**config.mk**
```make
export PLATFORM = sky130hd
export DESIGN_NAME = stm_timer
export DESIGN_NICKNAME = d
export VERILOG_FILES = /design/src/stm_pkg.sv /design/src/stm_timer.sv
export SDC_FILE = /design/constraint.sdc
export NUM_CORES = 1
export LEC_CHECK = 0
export BUFFER_PORTS_ARGS = -buffer_cell sky130_fd_sc_hd__buf_2
export CAP_MARGIN = 15
export CORE_AREA = 4 4 106 108
export CTS_CLUSTER_DIAMETER = 150
export DETAILED_ROUTE_END_ITERATION = 12
export DIE_AREA = 0 0 110 112
export HOLD_SLACK_MARGIN = 0.15
export PLACE_DENSITY = 0.79
export SYNTH_ARGS = -nofsm -noshare
export SYNTH_HDL_FRONTEND = slang
export SYNTH_SLANG_ARGS = --single-unit
```
**constraint.sdc**
```tcl
create_clock -name i_clk_sys -period 3.5 [get_ports i_clk_sys]
set_input_delay 0.175 -clock i_clk_sys [delete_from_list [all_inputs] [get_ports i_clk_sys]]
set_output_delay 0.175 -clock i_clk_sys [all_outputs]
set_load 0.01 [all_outputs]
```
**src/stm_pkg.sv**
```systemverilog
/*
  stm_pkg: shared constants and types of the standard timer unit.
  assumes a byte-wide register port and one 250 MHz system clock.
*/
package stm_pkg;
  // register indices on the byte port
  localparam logic [2:0] ADDR_CTRL0 = 3'h0;
  localparam logic [2:0] ADDR_CTRL1 = 3'h1;
  localparam logic [2:0] ADDR_CNT_LO = 3'h2;
  localparam logic [2:0] ADDR_CNT_HI = 3'h3;
  localparam logic [2:0] ADDR_CMPA_LO = 3'h4;
  localparam logic [2:0] ADDR_CMPA_HI = 3'h5;
  localparam logic [2:0] ADDR_CMPP = 3'h6;
  localparam logic [2:0] ADDR_FLAGS = 3'h7;
  // control zero field positions
  localparam int C0_PAUSE = 7;
  localparam int C0_CKSEL_HI = 6;
  localparam int C0_CKSEL_LO = 4;
  localparam int C0_ON = 3;
  localparam logic [7:0] C0_IMPL_MASK = 8'hF8;
  // control one field positions
  localparam int C1_MODE_HI = 7;
  localparam int C1_MODE_LO = 6;
  localparam int C1_PINF_HI = 5;
  localparam int C1_PINF_LO = 4;
  localparam int C1_OC = 3;
  localparam int C1_POL = 2;
  localparam int C1_DPX = 1;
  localparam int C1_CCLR = 0;
  // flag register positions
  localparam int FL_A = 0;
  localparam int FL_P = 1;
  // reset values
  localparam logic [7:0] CTRL_RESET = 8'h00;
  localparam logic [15:0] CNT_RESET = 16'h0000;
  localparam logic [15:0] CMPA_RESET = 16'h0000;
  localparam logic [7:0] CMPP_RESET = 8'h00;
  // divider ratios of the internal clock choices
  localparam int DIV_SYS4 = 4;
  localparam int DIV_H16 = 16;
  localparam int DIV_H64 = 64;

  typedef enum logic [1:0] {
    STM_MODE_CMP, STM_MODE_CAP, STM_MODE_PWM, STM_MODE_TMR
  } stm_mode_type;

  typedef enum logic [2:0] {
    STM_CK_SYS4, STM_CK_SYS, STM_CK_H16, STM_CK_H64,
    STM_CK_SUB0, STM_CK_SUB1, STM_CK_EXT_RISE, STM_CK_EXT_FALL
  } stm_cksel_type;

  // register port request carried as one bundle
  typedef struct packed {
    logic [2:0] addr;
    logic [7:0] wdata;
    logic wr;
    logic rd;
  } stm_req_type;
endpackage : stm_pkg

```
**src/stm_timer.sv**
```systemverilog
/*
  stm_timer: 16-bit standard timer unit with compare, pwm, single pulse
  and timer modes, byte register port and one output pin.
  assumes inputs synchronous to i_clk_sys; the subsidiary clock arrives
  as a one-cycle enable pulse; the capture datapath lives elsewhere.
*/
// Overview of operation
// (RULE1) counter clears to zero when the on bit rises
// (RULE2) counter keeps its value when the on bit falls
// (RULE3) with the on bit low the counter does not advance
// (RULE4) output modes reload the initial pin level on an on-bit rise
// (RULE5) control zero bits two to zero read as zero
// (RULE6) two-bit mode: compare, capture, pwm or single pulse, timer
// (RULE7) software should stop the timer before changing mode
// (RULE8) compare mode A match: keep, low, high or toggle the pin
// (RULE9) pwm modes: inactive, active, pwm wave or single pulse
// (RULE10) capture mode edge: rising, falling, both, disabled
// (RULE11) match requesting the initial level gives no visible change
// (RULE12) software changes pin function in pwm mode only while stopped
// (RULE13) output-control bit sets initial or active level
// (RULE14) invert bit flips the pin, not in timer mode; the code does not flip it in capture mode either
// (RULE15) swap bit exchanges period and duty roles of A and P
// (RULE16) clear select: A match, or P match, or overflow when P zero
// (RULE17) clear select ignored in pwm, pulse and capture modes
// (RULE18) counter readable as two bytes, not writable, resets zero
// (RULE19) compare A is 16-bit read/write, reset zero, full compare
// (RULE20) compare P matches counter bits 15 to 8, period P times 256
// (RULE21) pause bit freezes the counter, resume without reset
// (RULE22) three-bit clock select of internal, sub and external edges
// (RULE23) low bytes pass a shared buffer tied to high byte access
// (RULE24) compare flags A and P; no P flag with clear select high
// (RULE25) counter advances once per timer tick while on and running
`timescale 1ns/1ps
module stm_timer #(
  parameter int HDIV_BASE = 1 // system ticks per high clock tick
) (
  input wire logic i_clk_sys, // 250 MHz system clock
  input wire logic i_rst_b, // async reset, active low
  input wire stm_pkg::stm_req_type i_req, // register port request
  output logic [7:0] o_rdata, // read data, cycle after read strobe
  input wire logic i_sub_tick, // subsidiary clock enable pulse
  input wire logic i_ext_clk, // external clock pin level
  input wire logic i_capture_in, // capture input pin level
  output logic o_capture_event, // selected capture edge seen
  output logic o_pin_out, // timer output pin
  output logic o_pin_oe_b, // pin output enable, low drives
  output logic o_flag_a, // compare A flag, sticky
  output logic o_flag_p // compare P flag, sticky
);
  // the base divider counts in 16 bits, so larger ratios cannot be served
  if (HDIV_BASE < 1 || HDIV_BASE > 65536) begin : g_bad_hdiv
    $error("HDIV_BASE must lie between 1 and 65536");
  end

  logic [7:0] ctrl0_q;
  logic [7:0] ctrl1_q;
  logic [15:0] cnt_q;
  logic [15:0] cmpa_q;
  logic [7:0] cmpp_q;
  logic [7:0] lo_buf_q;
  logic on_prev_q;
  logic ext_prev_q;
  logic cap_prev_q;
  logic pin_q;
  logic pulse_arm_q;
  logic [1:0] flags_q;
  logic [5:0] div_q;
  logic [15:0] hdiv_q;
  logic [7:0] rdata_q;

  // field decode
  wire logic on_bit = ctrl0_q[stm_pkg::C0_ON];
  wire logic pause_bit = ctrl0_q[stm_pkg::C0_PAUSE];
  stm_pkg::stm_cksel_type cksel;
  stm_pkg::stm_mode_type mode;
  assign cksel = stm_pkg::stm_cksel_type'(
    ctrl0_q[stm_pkg::C0_CKSEL_HI:stm_pkg::C0_CKSEL_LO]);
  assign mode = stm_pkg::stm_mode_type'(
    ctrl1_q[stm_pkg::C1_MODE_HI:stm_pkg::C1_MODE_LO]); // RULE6
  wire logic [1:0] pinf = ctrl1_q[stm_pkg::C1_PINF_HI:stm_pkg::C1_PINF_LO];
  wire logic oc_bit = ctrl1_q[stm_pkg::C1_OC];
  wire logic pol_bit = ctrl1_q[stm_pkg::C1_POL];
  wire logic dpx_bit = ctrl1_q[stm_pkg::C1_DPX];
  wire logic cclr_bit = ctrl1_q[stm_pkg::C1_CCLR];
  wire logic on_rise = on_bit && !on_prev_q;

  // bus decode
  wire logic wr = i_req.wr;
  wire logic rd = i_req.rd;
  wire logic [2:0] ad = i_req.addr;

  // tick dividers for the internal prescaled clocks
  always_ff @(posedge i_clk_sys or negedge i_rst_b) begin
    if (!i_rst_b) begin
      div_q <= 6'h0;
    end else if (hdiv_q == 16'h0000) begin
      div_q <= div_q + 6'h1;
    end
  end

  // base divider that turns the system clock into the high clock rate
  always_ff @(posedge i_clk_sys or negedge i_rst_b) begin
    if (!i_rst_b) begin
      hdiv_q <= 16'h0000;
    end else if (hdiv_q == 16'(HDIV_BASE - 1)) begin
      hdiv_q <= 16'h0000;
    end else begin
      hdiv_q <= hdiv_q + 16'h0001;
    end
  end

  // sys/4 uses its own count off the system clock, not the high clock
  logic [1:0] s4_q;
  always_ff @(posedge i_clk_sys or negedge i_rst_b) begin
    if (!i_rst_b) begin
      s4_q <= 2'h0;
    end else begin
      s4_q <= s4_q + 2'h1;
    end
  end

  // timer tick selection
  logic tick;
  always_comb begin
    tick = 1'b0;
    unique case (cksel) // RULE22
      stm_pkg::STM_CK_SYS4: tick = (s4_q == 2'(stm_pkg::DIV_SYS4 - 1));
      stm_pkg::STM_CK_SYS: tick = 1'b1;
      stm_pkg::STM_CK_H16: tick = (hdiv_q == 16'h0000) &&
        (div_q[3:0] == 4'(stm_pkg::DIV_H16 - 1));
      stm_pkg::STM_CK_H64: tick = (hdiv_q == 16'h0000) &&
        (div_q == 6'(stm_pkg::DIV_H64 - 1));
      stm_pkg::STM_CK_SUB0, stm_pkg::STM_CK_SUB1: tick = i_sub_tick;
      stm_pkg::STM_CK_EXT_RISE: tick = i_ext_clk && !ext_prev_q;
      stm_pkg::STM_CK_EXT_FALL: tick = !i_ext_clk && ext_prev_q;
    endcase
  end

  // edge history of on bit and pins
  always_ff @(posedge i_clk_sys or negedge i_rst_b) begin
    if (!i_rst_b) begin
      on_prev_q <= 1'b0;
      ext_prev_q <= 1'b0;
      cap_prev_q <= 1'b0;
    end else begin
      on_prev_q <= on_bit;
      ext_prev_q <= i_ext_clk;
      cap_prev_q <= i_capture_in;
    end
  end

  // comparators on the next count
  wire logic run = on_bit && !pause_bit && tick; // RULE3 RULE21 RULE25
  wire logic match_a = run && (cnt_q + 16'h0001 == cmpa_q); // RULE19
  wire logic match_p = run && (cnt_q[15:8] + 8'h01 == cmpp_q) &&
    (cnt_q[7:0] == 8'hFF); // RULE20
  wire logic ovf = run && (cnt_q == 16'hFFFF);
  wire logic out_mode = (mode == stm_pkg::STM_MODE_CMP) ||
    (mode == stm_pkg::STM_MODE_PWM);

  // counter clear source
  logic clr;
  always_comb begin
    clr = 1'b0;
    if (mode == stm_pkg::STM_MODE_PWM) begin
      clr = dpx_bit ? match_a : (match_p || ovf); // RULE15 RULE17
    end else if (mode == stm_pkg::STM_MODE_CAP) begin
      clr = ovf; // RULE17
    end else begin
      clr = cclr_bit ? match_a : (match_p || ovf); // RULE16
    end
  end

  // the counter itself
  always_ff @(posedge i_clk_sys or negedge i_rst_b) begin
    if (!i_rst_b) begin
      cnt_q <= stm_pkg::CNT_RESET; // RULE18
    end else if (on_rise) begin
      cnt_q <= 16'h0000; // RULE1
    end else if (clr) begin
      cnt_q <= 16'h0000;
    end else if (run) begin
      cnt_q <= cnt_q + 16'h0001; // RULE25
    end
    // with the on bit low nothing above fires, so the value holds RULE2
  end

  // compare flags; hardware set wins over software clear
  wire logic set_a = match_a && (cmpa_q != 16'h0000);
  wire logic set_p = match_p && !(cclr_bit &&
    mode != stm_pkg::STM_MODE_PWM); // RULE24
  always_ff @(posedge i_clk_sys or negedge i_rst_b) begin
    if (!i_rst_b) begin
      flags_q <= 2'b00;
    end else begin
      if (set_a) begin
        flags_q[stm_pkg::FL_A] <= 1'b1; // RULE24
      end else if (wr && ad == stm_pkg::ADDR_FLAGS &&
          i_req.wdata[stm_pkg::FL_A]) begin
        flags_q[stm_pkg::FL_A] <= 1'b0;
      end
      if (set_p) begin
        flags_q[stm_pkg::FL_P] <= 1'b1;
      end else if (wr && ad == stm_pkg::ADDR_FLAGS &&
          i_req.wdata[stm_pkg::FL_P]) begin
        flags_q[stm_pkg::FL_P] <= 1'b0;
      end
    end
  end

  // pwm duty comparison; count at or above duty is inactive, except with swap set and P zero, which is always active
  wire logic [15:0] duty_val = dpx_bit ? {cmpp_q, 8'h00} : cmpa_q; // RULE15
  wire logic pwm_active = (dpx_bit && cmpp_q == 8'h00) ||
    (cnt_q < duty_val);

  // raw pin level before inversion
  always_ff @(posedge i_clk_sys or negedge i_rst_b) begin
    if (!i_rst_b) begin
      pin_q <= 1'b0;
      pulse_arm_q <= 1'b0;
    end else if (on_rise && out_mode) begin
      // forced-active and single pulse start at the active level, so a
      // restart does not glitch the pin to inactive for one cycle
      pin_q <= (mode == stm_pkg::STM_MODE_PWM && !pinf[0]) ?
        !oc_bit : oc_bit; // RULE4
      pulse_arm_q <= 1'b1;
    end else if (mode == stm_pkg::STM_MODE_CMP) begin
      if (set_a) begin
        unique case (pinf) // RULE8 RULE11
          2'b00: pin_q <= pin_q;
          2'b01: pin_q <= 1'b0;
          2'b10: pin_q <= 1'b1;
          2'b11: pin_q <= !pin_q;
        endcase
      end
    end else if (mode == stm_pkg::STM_MODE_PWM) begin
      unique case (pinf) // RULE9 RULE13
        2'b00: pin_q <= !oc_bit;
        2'b01: pin_q <= oc_bit;
        2'b10: pin_q <= on_bit && pwm_active ? oc_bit : !oc_bit;
        2'b11: begin
          if (!on_bit || match_a) begin
            pulse_arm_q <= 1'b0;
            pin_q <= !oc_bit;
          end else begin
            pin_q <= pulse_arm_q ? oc_bit : !oc_bit;
          end
        end
      endcase
    end
  end

  // capture edge detection
  always_comb begin
    o_capture_event = 1'b0;
    if (mode == stm_pkg::STM_MODE_CAP && on_bit) begin
      unique case (pinf) // RULE10
        2'b00: o_capture_event = i_capture_in && !cap_prev_q;
        2'b01: o_capture_event = !i_capture_in && cap_prev_q;
        2'b10: o_capture_event = i_capture_in != cap_prev_q;
        2'b11: o_capture_event = 1'b0;
      endcase
    end
  end

  // output stage; timer mode leaves the pin undriven
  assign o_pin_out = pin_q ^ (pol_bit && out_mode); // RULE14
  assign o_pin_oe_b = !out_mode;
  assign o_flag_a = flags_q[stm_pkg::FL_A];
  assign o_flag_p = flags_q[stm_pkg::FL_P];

  // register writes; the low byte buffer is shared for both pairs
  always_ff @(posedge i_clk_sys or negedge i_rst_b) begin
    if (!i_rst_b) begin
      ctrl0_q <= stm_pkg::CTRL_RESET;
      ctrl1_q <= stm_pkg::CTRL_RESET;
      cmpa_q <= stm_pkg::CMPA_RESET;
      cmpp_q <= stm_pkg::CMPP_RESET;
      lo_buf_q <= 8'h00;
    end else if (wr) begin
      unique case (ad)
        stm_pkg::ADDR_CTRL0:
          ctrl0_q <= i_req.wdata & stm_pkg::C0_IMPL_MASK; // RULE5
        stm_pkg::ADDR_CTRL1: ctrl1_q <= i_req.wdata;
        stm_pkg::ADDR_CMPA_LO: lo_buf_q <= i_req.wdata; // RULE23
        stm_pkg::ADDR_CMPA_HI: cmpa_q <= {i_req.wdata, lo_buf_q}; // RULE23
        stm_pkg::ADDR_CMPP: cmpp_q <= i_req.wdata;
        default: ;
      endcase
    end else if (rd) begin
      if (ad == stm_pkg::ADDR_CNT_HI) begin
        lo_buf_q <= cnt_q[7:0]; // RULE23
      end else if (ad == stm_pkg::ADDR_CMPA_HI) begin
        lo_buf_q <= cmpa_q[7:0];
      end
    end
  end

  // read data, registered for the cycle after the strobe
  always_ff @(posedge i_clk_sys or negedge i_rst_b) begin
    if (!i_rst_b) begin
      rdata_q <= 8'h00;
    end else if (rd) begin
      unique case (ad)
        stm_pkg::ADDR_CTRL0: rdata_q <= ctrl0_q & stm_pkg::C0_IMPL_MASK;
        stm_pkg::ADDR_CTRL1: rdata_q <= ctrl1_q;
        stm_pkg::ADDR_CNT_LO: rdata_q <= lo_buf_q;
        stm_pkg::ADDR_CNT_HI: rdata_q <= cnt_q[15:8]; // RULE18
        stm_pkg::ADDR_CMPA_LO: rdata_q <= lo_buf_q;
        stm_pkg::ADDR_CMPA_HI: rdata_q <= cmpa_q[15:8];
        stm_pkg::ADDR_CMPP: rdata_q <= cmpp_q;
        stm_pkg::ADDR_FLAGS: rdata_q <= {6'h00, flags_q};
      endcase
    end else begin
      rdata_q <= 8'h00;
    end
  end
  assign o_rdata = rdata_q;

  // checks
  a_on_rise_clear: assert property (@(posedge i_clk_sys) // RULE1
    disable iff (!i_rst_b) on_rise |=> cnt_q == 16'h0000)
    else $error("counter not cleared on enable");
  a_off_hold: assert property (@(posedge i_clk_sys) // RULE2
    disable iff (!i_rst_b) !on_bit ##1 !on_bit |-> $stable(cnt_q))
    else $error("counter moved while off");
  a_pause_freeze: assert property (@(posedge i_clk_sys) // RULE21
    disable iff (!i_rst_b) (pause_bit && !on_rise) |=> $stable(cnt_q))
    else $error("counter moved while paused");
  a_ctrl0_low_zero: assert property (@(posedge i_clk_sys) // RULE5
    disable iff (!i_rst_b) ctrl0_q[2:0] == 3'b000)
    else $error("unimplemented bits set");
  a_init_level: assert property (@(posedge i_clk_sys) // RULE4
    disable iff (!i_rst_b) (on_rise && mode == stm_pkg::STM_MODE_CMP)
    |=> pin_q == $past(oc_bit))
    else $error("initial level not loaded");
  a_flag_a_set: assert property (@(posedge i_clk_sys) // RULE24
    disable iff (!i_rst_b) set_a |=> o_flag_a)
    else $error("flag A missed");
  a_flag_p_set: assert property (@(posedge i_clk_sys) // RULE24
    disable iff (!i_rst_b) set_p |=> o_flag_p)
    else $error("flag P missed");
  // software can only clear flags, so any P flag appearing here is wrong
  a_no_p_flag: assert property (@(posedge i_clk_sys) // RULE24
    disable iff (!i_rst_b) (mode == stm_pkg::STM_MODE_CMP && cclr_bit &&
    !o_flag_p) |=> !o_flag_p)
    else $error("P flag with clear select high");
  a_high_latch: assert property (@(posedge i_clk_sys) // RULE23
    disable iff (!i_rst_b) (wr && ad == stm_pkg::ADDR_CMPA_HI)
    |=> cmpa_q == {$past(i_req.wdata), $past(lo_buf_q)})
    else $error("compare A pair not latched");
  a_cnt_step: assert property (@(posedge i_clk_sys) // RULE25
    disable iff (!i_rst_b) (run && !clr && !on_rise)
    |=> cnt_q == $past(cnt_q) + 16'h0001)
    else $error("counter did not step");
  a_p_clear: assert property (@(posedge i_clk_sys) // RULE16
    disable iff (!i_rst_b) (match_p && !cclr_bit && !on_rise &&
    mode == stm_pkg::STM_MODE_CMP) |=> cnt_q == 16'h0000)
    else $error("P match did not clear the counter");
  a_cnt_readonly: assert property (@(posedge i_clk_sys) // RULE18
    disable iff (!i_rst_b) (wr && !run && !on_rise &&
    (ad == stm_pkg::ADDR_CNT_LO || ad == stm_pkg::ADDR_CNT_HI))
    |=> $stable(cnt_q))
    else $error("counter written from the bus");
  a_pwm_forced: assert property (@(posedge i_clk_sys) // RULE9
    disable iff (!i_rst_b) (mode == stm_pkg::STM_MODE_PWM &&
    pinf == 2'b01) |=> pin_q == $past(oc_bit))
    else $error("forced active level not held");
  a_pulse_end: assert property (@(posedge i_clk_sys) // RULE9
    disable iff (!i_rst_b) (mode == stm_pkg::STM_MODE_PWM &&
    pinf == 2'b11 && match_a && !on_rise) |=> pin_q == !$past(oc_bit))
    else $error("single pulse did not end on A match");
  c_match_a: cover property (@(posedge i_clk_sys) set_a);
  c_match_p: cover property (@(posedge i_clk_sys) set_p);
  c_pwm_run: cover property (@(posedge i_clk_sys)
    mode == stm_pkg::STM_MODE_PWM && pinf == 2'b10 && clr);
  c_single_pulse: cover property (@(posedge i_clk_sys)
    mode == stm_pkg::STM_MODE_PWM && pinf == 2'b11 && match_a);
endmodule : stm_timer

```
# == Yosys cells after proc, flatten, opt, wreduce, memory -nomap -nowiden ==
# Cells that the tools add are included.
# W data, S select, Z words.
# word_totals
out_inout_bits,13
regBits,100
latchBits,0
ram_bits,0
wordCells,160
memories,0
romBits,0
in_bits,18
# classes
shifts,0
mul,0
div_mod_pow,0
reduce_logical,66
n_lt_le_gt_ge,1
muxes,38
eq_ne,32
n_bitwise,1
add_sub_neg,5
# ops
op,n
$mux W16,5
$pmux W8 S7,1
$mux W8,6
$add A16 B1 Y16 const B,2
$logic_and A1 B1 Y1,25
$eq A3 B3 Y1 const B,8
$mux W1,22
$eq A16 B16 Y1,1
$eq A16 B16 Y1 const B,1
$logic_not A16 Y1,1
$lt A16 B16 Y1,1
$reduce_bool A16 Y1,1
$eq A3 B2 Y1 const B,4
$logic_not A1 Y1,12
$reduce_bool A2 Y1,6
$reduce_bool A3 Y1,3
$add A8 B1 Y8 const B,1
$eq A2 B2 Y1 const B,4
$eq A8 B8 Y1,1
$eq A8 B8 Y1 const B,1
$logic_not A8 Y1,1
$pmux W1 S4,2
$reduce_and A2 Y1,4
$pmux W1 S7,1
19 further kinds,29

# == Logic depth before layout (Yosys ltp) ==
# depth
ltp_word,12
ltp_mapped,12
depth_no_buf,10

# == Worst setup path before layout ==
# Ideal clock, no wire load.
# synth_timing
path_kind,register -> register
start,register ctrl1_q[1]
end,register pin_q
arrival_time_ns,2.722
path_stages_with_launch,11
n_path_buf,2
setup_ns,0.134
slack_ns,0.645
period_less_slack_ns,2.855
required_time_ns,3.366
cell_sequence,dfrtp_1 > clkbuf_1 > buf_1 > nand2b_1 > ha_1 > a211o_1 > a221o_1 > a211o_1 > a2111oi_0 > nand3b_1 > o211ai_1
# synth_between
elab_chain_len,9
word_cells_on_any_way,10
classes_between,1 x order compare; 6 x mux; 3 x reduce/logical
# synth_lines
item,line_no,rtl
"start, declared",stm_timer.sv:56,logic [7:0] ctrl1_q;
"start signal, assigned",stm_timer.sv:276,ctrl1_q <= stm_pkg::CTRL_RESET;
"start signal, assigned",stm_timer.sv:284,stm_pkg::ADDR_CTRL1: ctrl1_q <= i_req.wdata;
$mux W16,stm_timer.sv:212,"wire logic [15:0] duty_val = dpx_bit ? {cmpp_q, 8'h00} : cmpa_q;"
$lt A16 B16 Y1,stm_timer.sv:214,(cnt_q < duty_val);
$logic_or A1 B1 Y1 *,stm_timer.sv:213,wire logic pwm_active = (dpx_bit && cmpp_q == 8'h00) ||
$logic_and A1 B1 Y1 *,stm_timer.sv:240,2'b10: pin_q <= on_bit && pwm_active ? oc_bit : !oc_bit;
$mux W1 *,stm_timer.sv:240,
$pmux W1 S4 *,stm_timer.sv:237,unique case (pinf)
$mux W1 *,stm_timer.sv:236,end else if (mode == stm_pkg::STM_MODE_PWM) begin
$mux W1 *,stm_timer.sv:227,end else if (mode == stm_pkg::STM_MODE_CMP) begin
$mux W1 *,stm_timer.sv:221,end else if (on_rise && out_mode) begin
"end signal, assigned",stm_timer.sv:224,pin_q <= (mode == stm_pkg::STM_MODE_PWM && !pinf[0]) ?
"end signal, assigned",stm_timer.sv:238,2'b00: pin_q <= !oc_bit;
"end signal, assigned",stm_timer.sv:239,2'b01: pin_q <= oc_bit;
"end, declared",stm_timer.sv:64,logic pin_q;
# Every way passes the cells marked *; elsewhere a longest branch is shown, timed or not. The select of a mux whose other input is x is not followed.
# A chain may end at the register's enable or synchronous reset.

# == Worst setup path in the final report ==
# layout_timing
start,register hdiv_q[0]
end,register cnt_q[0]
# layout_between
elab_chain_len,12
word_cells_on_any_way,17
classes_between,7 x mux; 10 x reduce/logical
# layout_lines
item,line_no,rtl
"start, declared",stm_timer.sv:68,logic [15:0] hdiv_q;
"start signal, assigned",stm_timer.sv:108,hdiv_q <= hdiv_q + 16'h0001;
$logic_not A16 Y1 *,"stm_timer.sv:129, stm_timer.sv:131",
$logic_and A1 B1 Y1 (on tied branches),"stm_timer.sv:131, stm_timer.sv:129",
$pmux W1 S7 *,stm_timer.sv:126,unique case (cksel)
$logic_and A1 B1 Y1 *,stm_timer.sv:153,wire logic run = on_bit && !pause_bit && tick;
$logic_and A1 B1 Y1 (2 in series),stm_timer.sv:155,wire logic match_p = run && (cnt_q[15:8] + 8'h01 == cmpp_q) &&
$logic_or A1 B1 Y1,"stm_timer.sv:166, stm_timer.sv:170",
$mux W1,stm_timer.sv:170,clr = cclr_bit ? match_a : (match_p || ovf);
$mux W1,stm_timer.sv:167,end else if (mode == stm_pkg::STM_MODE_CAP) begin
$mux W1,stm_timer.sv:165,if (mode == stm_pkg::STM_MODE_PWM) begin
$mux W16,stm_timer.sv:180,end else if (clr) begin
$mux W16,stm_timer.sv:178,end else if (on_rise) begin
"end signal, assigned",stm_timer.sv:177,cnt_q <= stm_pkg::CNT_RESET;
"end signal, assigned",stm_timer.sv:183,cnt_q <= cnt_q + 16'h0001;
"end, declared",stm_timer.sv:57,logic [15:0] cnt_q;
# Every way passes the cells marked *; elsewhere a longest branch is shown, timed or not.

==> reports/results.txt <==
Status = complete, no violations
Setup Skew = 0.0156 ns
RSZ-0062 raised after global routing = false
Final wirelength = 15.8 mm
ANT cells = 0
Hold Path Class = in2reg
Routability cong. = 0.995
Peak Freq = 326 MHz
Nets = 720
CTS max path bufs = 2
Worst IR Drop VDD = 0.315 mV
Largest net degree at the start of global routing = 43
First drt pass iteration count = 5
Vias = 5,167
CP max FO = 16
Ys Warns = 0
TritonCTS clock tree = built
Layout cell share with drive strength beyond 1 = 0.139
Crit path capture type = register
Seq/Total Area, Yosys = 0.401
Min cycle time layout = 3.07 ns
Via/cell ratio = 6.30
Placed Area = 6390 um2
Die X = 110 um
Post-Place Cells = 793
Total CTS buffers = 9
Count of cell types in the netlist = 61
Tot GR Track Use = 0.274
Worst slew margin = 0.395
Leak pwr = 2.93 nW
HPWL Detailed = 11.3 mm
Fill count = 835
GR Overflow Total = 0
Cells after Synth = 661
Antenna Nets Post-Route = 0
Number of endpoints failing setup at the final stage = 0
Worst skew pair latency = 0.38 ns
Post-route cell area = 6690 um2
Number of port buffers = 30
WP data required = 3.74 ns
Crit share post-route = 0.877
Worst-Margin Slew = 0.905 ns
DRC = 0
Finished Core Util = 0.654
Layout Cells excl Fill = 820
DRT iter0 DRCs = 425
CP Launch Type = register
Pwr dens = 472 nW/um2
Fraction of registers with async set/reset = 1.00
Crit path buf inv count = 1
Flops & latches, synth = 100
Die Height = 112 um
CP Class = reg2reg
Critical path, cell by cell = inv_1 -> ha_1 -> nor4b_1 -> and4_1 -> o2111ai_1 -> nand2_1 -> nand4_2 -> a32oi_4 -> nor2_1
Delay-heaviest family, CP = simple AND/OR/NAND/NOR gates
Fin. max-slew vios = 0
CP peak stage delay = 0.59 ns
Clock Pin Slew Worst Setup and Hold Paths = 0.10 ns
First-pass GRT wire length = 26.6 mm
Sink Count = 100
EDFF count, synth = 0
Max-cap violation count = 0
CTS H-tree lvls = 3
Hold Vio Cnt, Final = 0
Vias in the first global route = 5,177
Synthesis-to-finish area growth = 7.26%
Root Driver = clkbuf_8
Core box area = 10,200 um2
Initial antenna violation count = 0
Synth Flop Type = dfrtp_1
# rows = 37
Post-route setup TNS = 0 ns
Die area = 12,300 um2
Synthesized area per cell = 9.43 um2
Avg WL per Cell = 19.3 um
Post-CTS Setup Inserts = 0
Starting density of the core = 0.609
Critical path's slowest cell = a32oi_4
Critical path data arrival time = 3.31 ns
Synth Net Count = 702
Synth Cell Area = 6230 um2
I/O pin cnt = 31
[cells in the final DEF, fill, tap and decap left out, types with 8 or more instances in the layout]
master / n
dfrtp_1: 100
nor2_1: 55
nand2_1: 54
a21oi_1: 48
xnor2_1: 43
o21ai_0: 32
nand3_1: 32
mux2_2: 31
buf_2: 29
xor2_1: 25
ha_1: 23
inv_1: 18
and3_1: 17
mux2i_1: 16
nand2b_1: 13
nand4_1: 12
dlygate4sd3_1: 11
nor4_1: 10
clkbuf_8: 10
buf_4: 8
[report_power, final]
group | total [mW] | switching [mW] | internal [mW]
combinational | 0.863 | 0.449 | 0.415
sequential | 1.57 | 0.268 | 1.30
clock | 0.720 | 0.433 | 0.287
[worst register-to-register path: stages (launching register included)]
cell and delay (ns):
dfrtp_1 0.43, inv_1 0.08, ha_1 0.13, nor4b_1 0.22
and4_1 0.43, o2111ai_1 0.33, nand2_1 0.32, nand4_2 0.28
a32oi_4 0.59, nor2_1 0.13
[registers in the layout, indices dropped and copies added (netlist names), 5 cells and up]
register and count:
cmpa_q 16, ctrl0_q 5, hdiv_q 16, o_rdata 8, ctrl1_q 8, cmpp_q 8
div_q 6, lo_buf_q 8, cnt_q 16
[worst paths after layout]
path	startpoint	to	slack, ns	cells after the start
setup reg to reg	hdiv_q[0]$_DFF_PN0_	cnt_q[0]$_DFFE_PN0P_	0.43	9
hold / removal	i_req[2]	cmpa_q[8]$_DFFE_PN0P_	0.16	2
setup / recovery	hdiv_q[0]$_DFF_PN0_	cnt_q[0]$_DFFE_PN0P_	0.43	9
min in group asynchronous	i_rst_b	ctrl1_q[1]$_DFFE_PN0P_	0.31	2
hold reg to reg	s4_q[0]$_DFF_PN0_	s4_q[0]$_DFF_PN0_	0.44	1
max in group asynchronous	i_rst_b	lo_buf_q[3]$_DFFE_PN0P_	2.37	3
[cells by family after synthesis]
kind of cell,Yosys count,synth area share
flip-flops,100,0.401
AO/OA/AOI/OAI,131,0.135
AND/OR/NAND/NOR,231,0.187
XOR/XNOR,68,0.0955
multiplexers,49,0.0889
adder cells (fa/ha/maj),23,0.0462
buffers and inverters,59,0.0458
[final cells by class]
cell class	count	area [um2]	share of cell area
multi-input combinational	502	3450	0.515
sequential	100	2500	0.374
timing repair buffer	48	315	0.0471
tap	136	170	0.0254
clock buffer	11	141	0.0211
inverter	18	67.6	0.0101
clock inverter	5	43.8	0.00655
[per-stage QoR]
stage | setup slack, ns | total power [mW] | hold slack (ns)
3_3_place_gp | 0.667 | 2.40 | 0.198
3_5_place_dp | 0.485 | 2.42 | 0.200
4_1_cts | 0.478 | 3.14 | 0.160
6_report | 0.431 | 3.15 | 0.164
5_1_grt | 0.215 | 3.34 | 0.159
2_1_floorplan | 0.645 | 2.16 | -0.121
[cell usage after synthesis, drive strengths merged (2+ instances only)]
master	number	area, um2
nand2	54	203
and3	17	106
a21oi	48	240
buf	16	101
nor3	7	35.0
or3b	2	17.5
ha	23	288
nand2b	13	81.3
nor2b	6	37.5
o21ai	32	160
dfrtp	100	2500
o22ai	3	18.8
and4	4	35.0
a22oi	5	37.5
nand4b	2	17.5
mux2i	16	160
nor4b	2	17.5
a31oi	4	25.0
nor4	10	62.6
nor2	55	206
nand3b	6	45.0
o221a	4	45.0
nand4	13	87.6
a21o	3	22.5
nand3	32	160
inv	18	67.6
clkbuf	25	116
and2	3	18.8
o211ai	2	15.0
a211oi	7	52.6
a211o	4	35.0
xor2	25	219
mux4	2	45.0
or3	3	18.8
a2111oi	2	23.8
xnor2	43	377
o2111ai	3	26.3
a41oi	2	17.5
mux2	31	349
[routing by layer]
metal	vias up	GRT usage	wire length, um	part of all wire
li1	2386	-	-	-
met1	2531	0.387	6830	0.43
met2	221	0.425	7450	0.47
met3	29	0.0499	1210	0.076
met4	0	0.0873	326	0.021
met5	-	0	0	0
[repair_timing]
| action | 4_1_cts | 5_1_grt |
|---|---|---|
| hold buffers | 11 | 0 |
| gates resized for setup | 0 | 0 |
| endpoints found under the hold margin | 72 | 0 |
No activity file was read; power rests on OpenSTA's default activity.
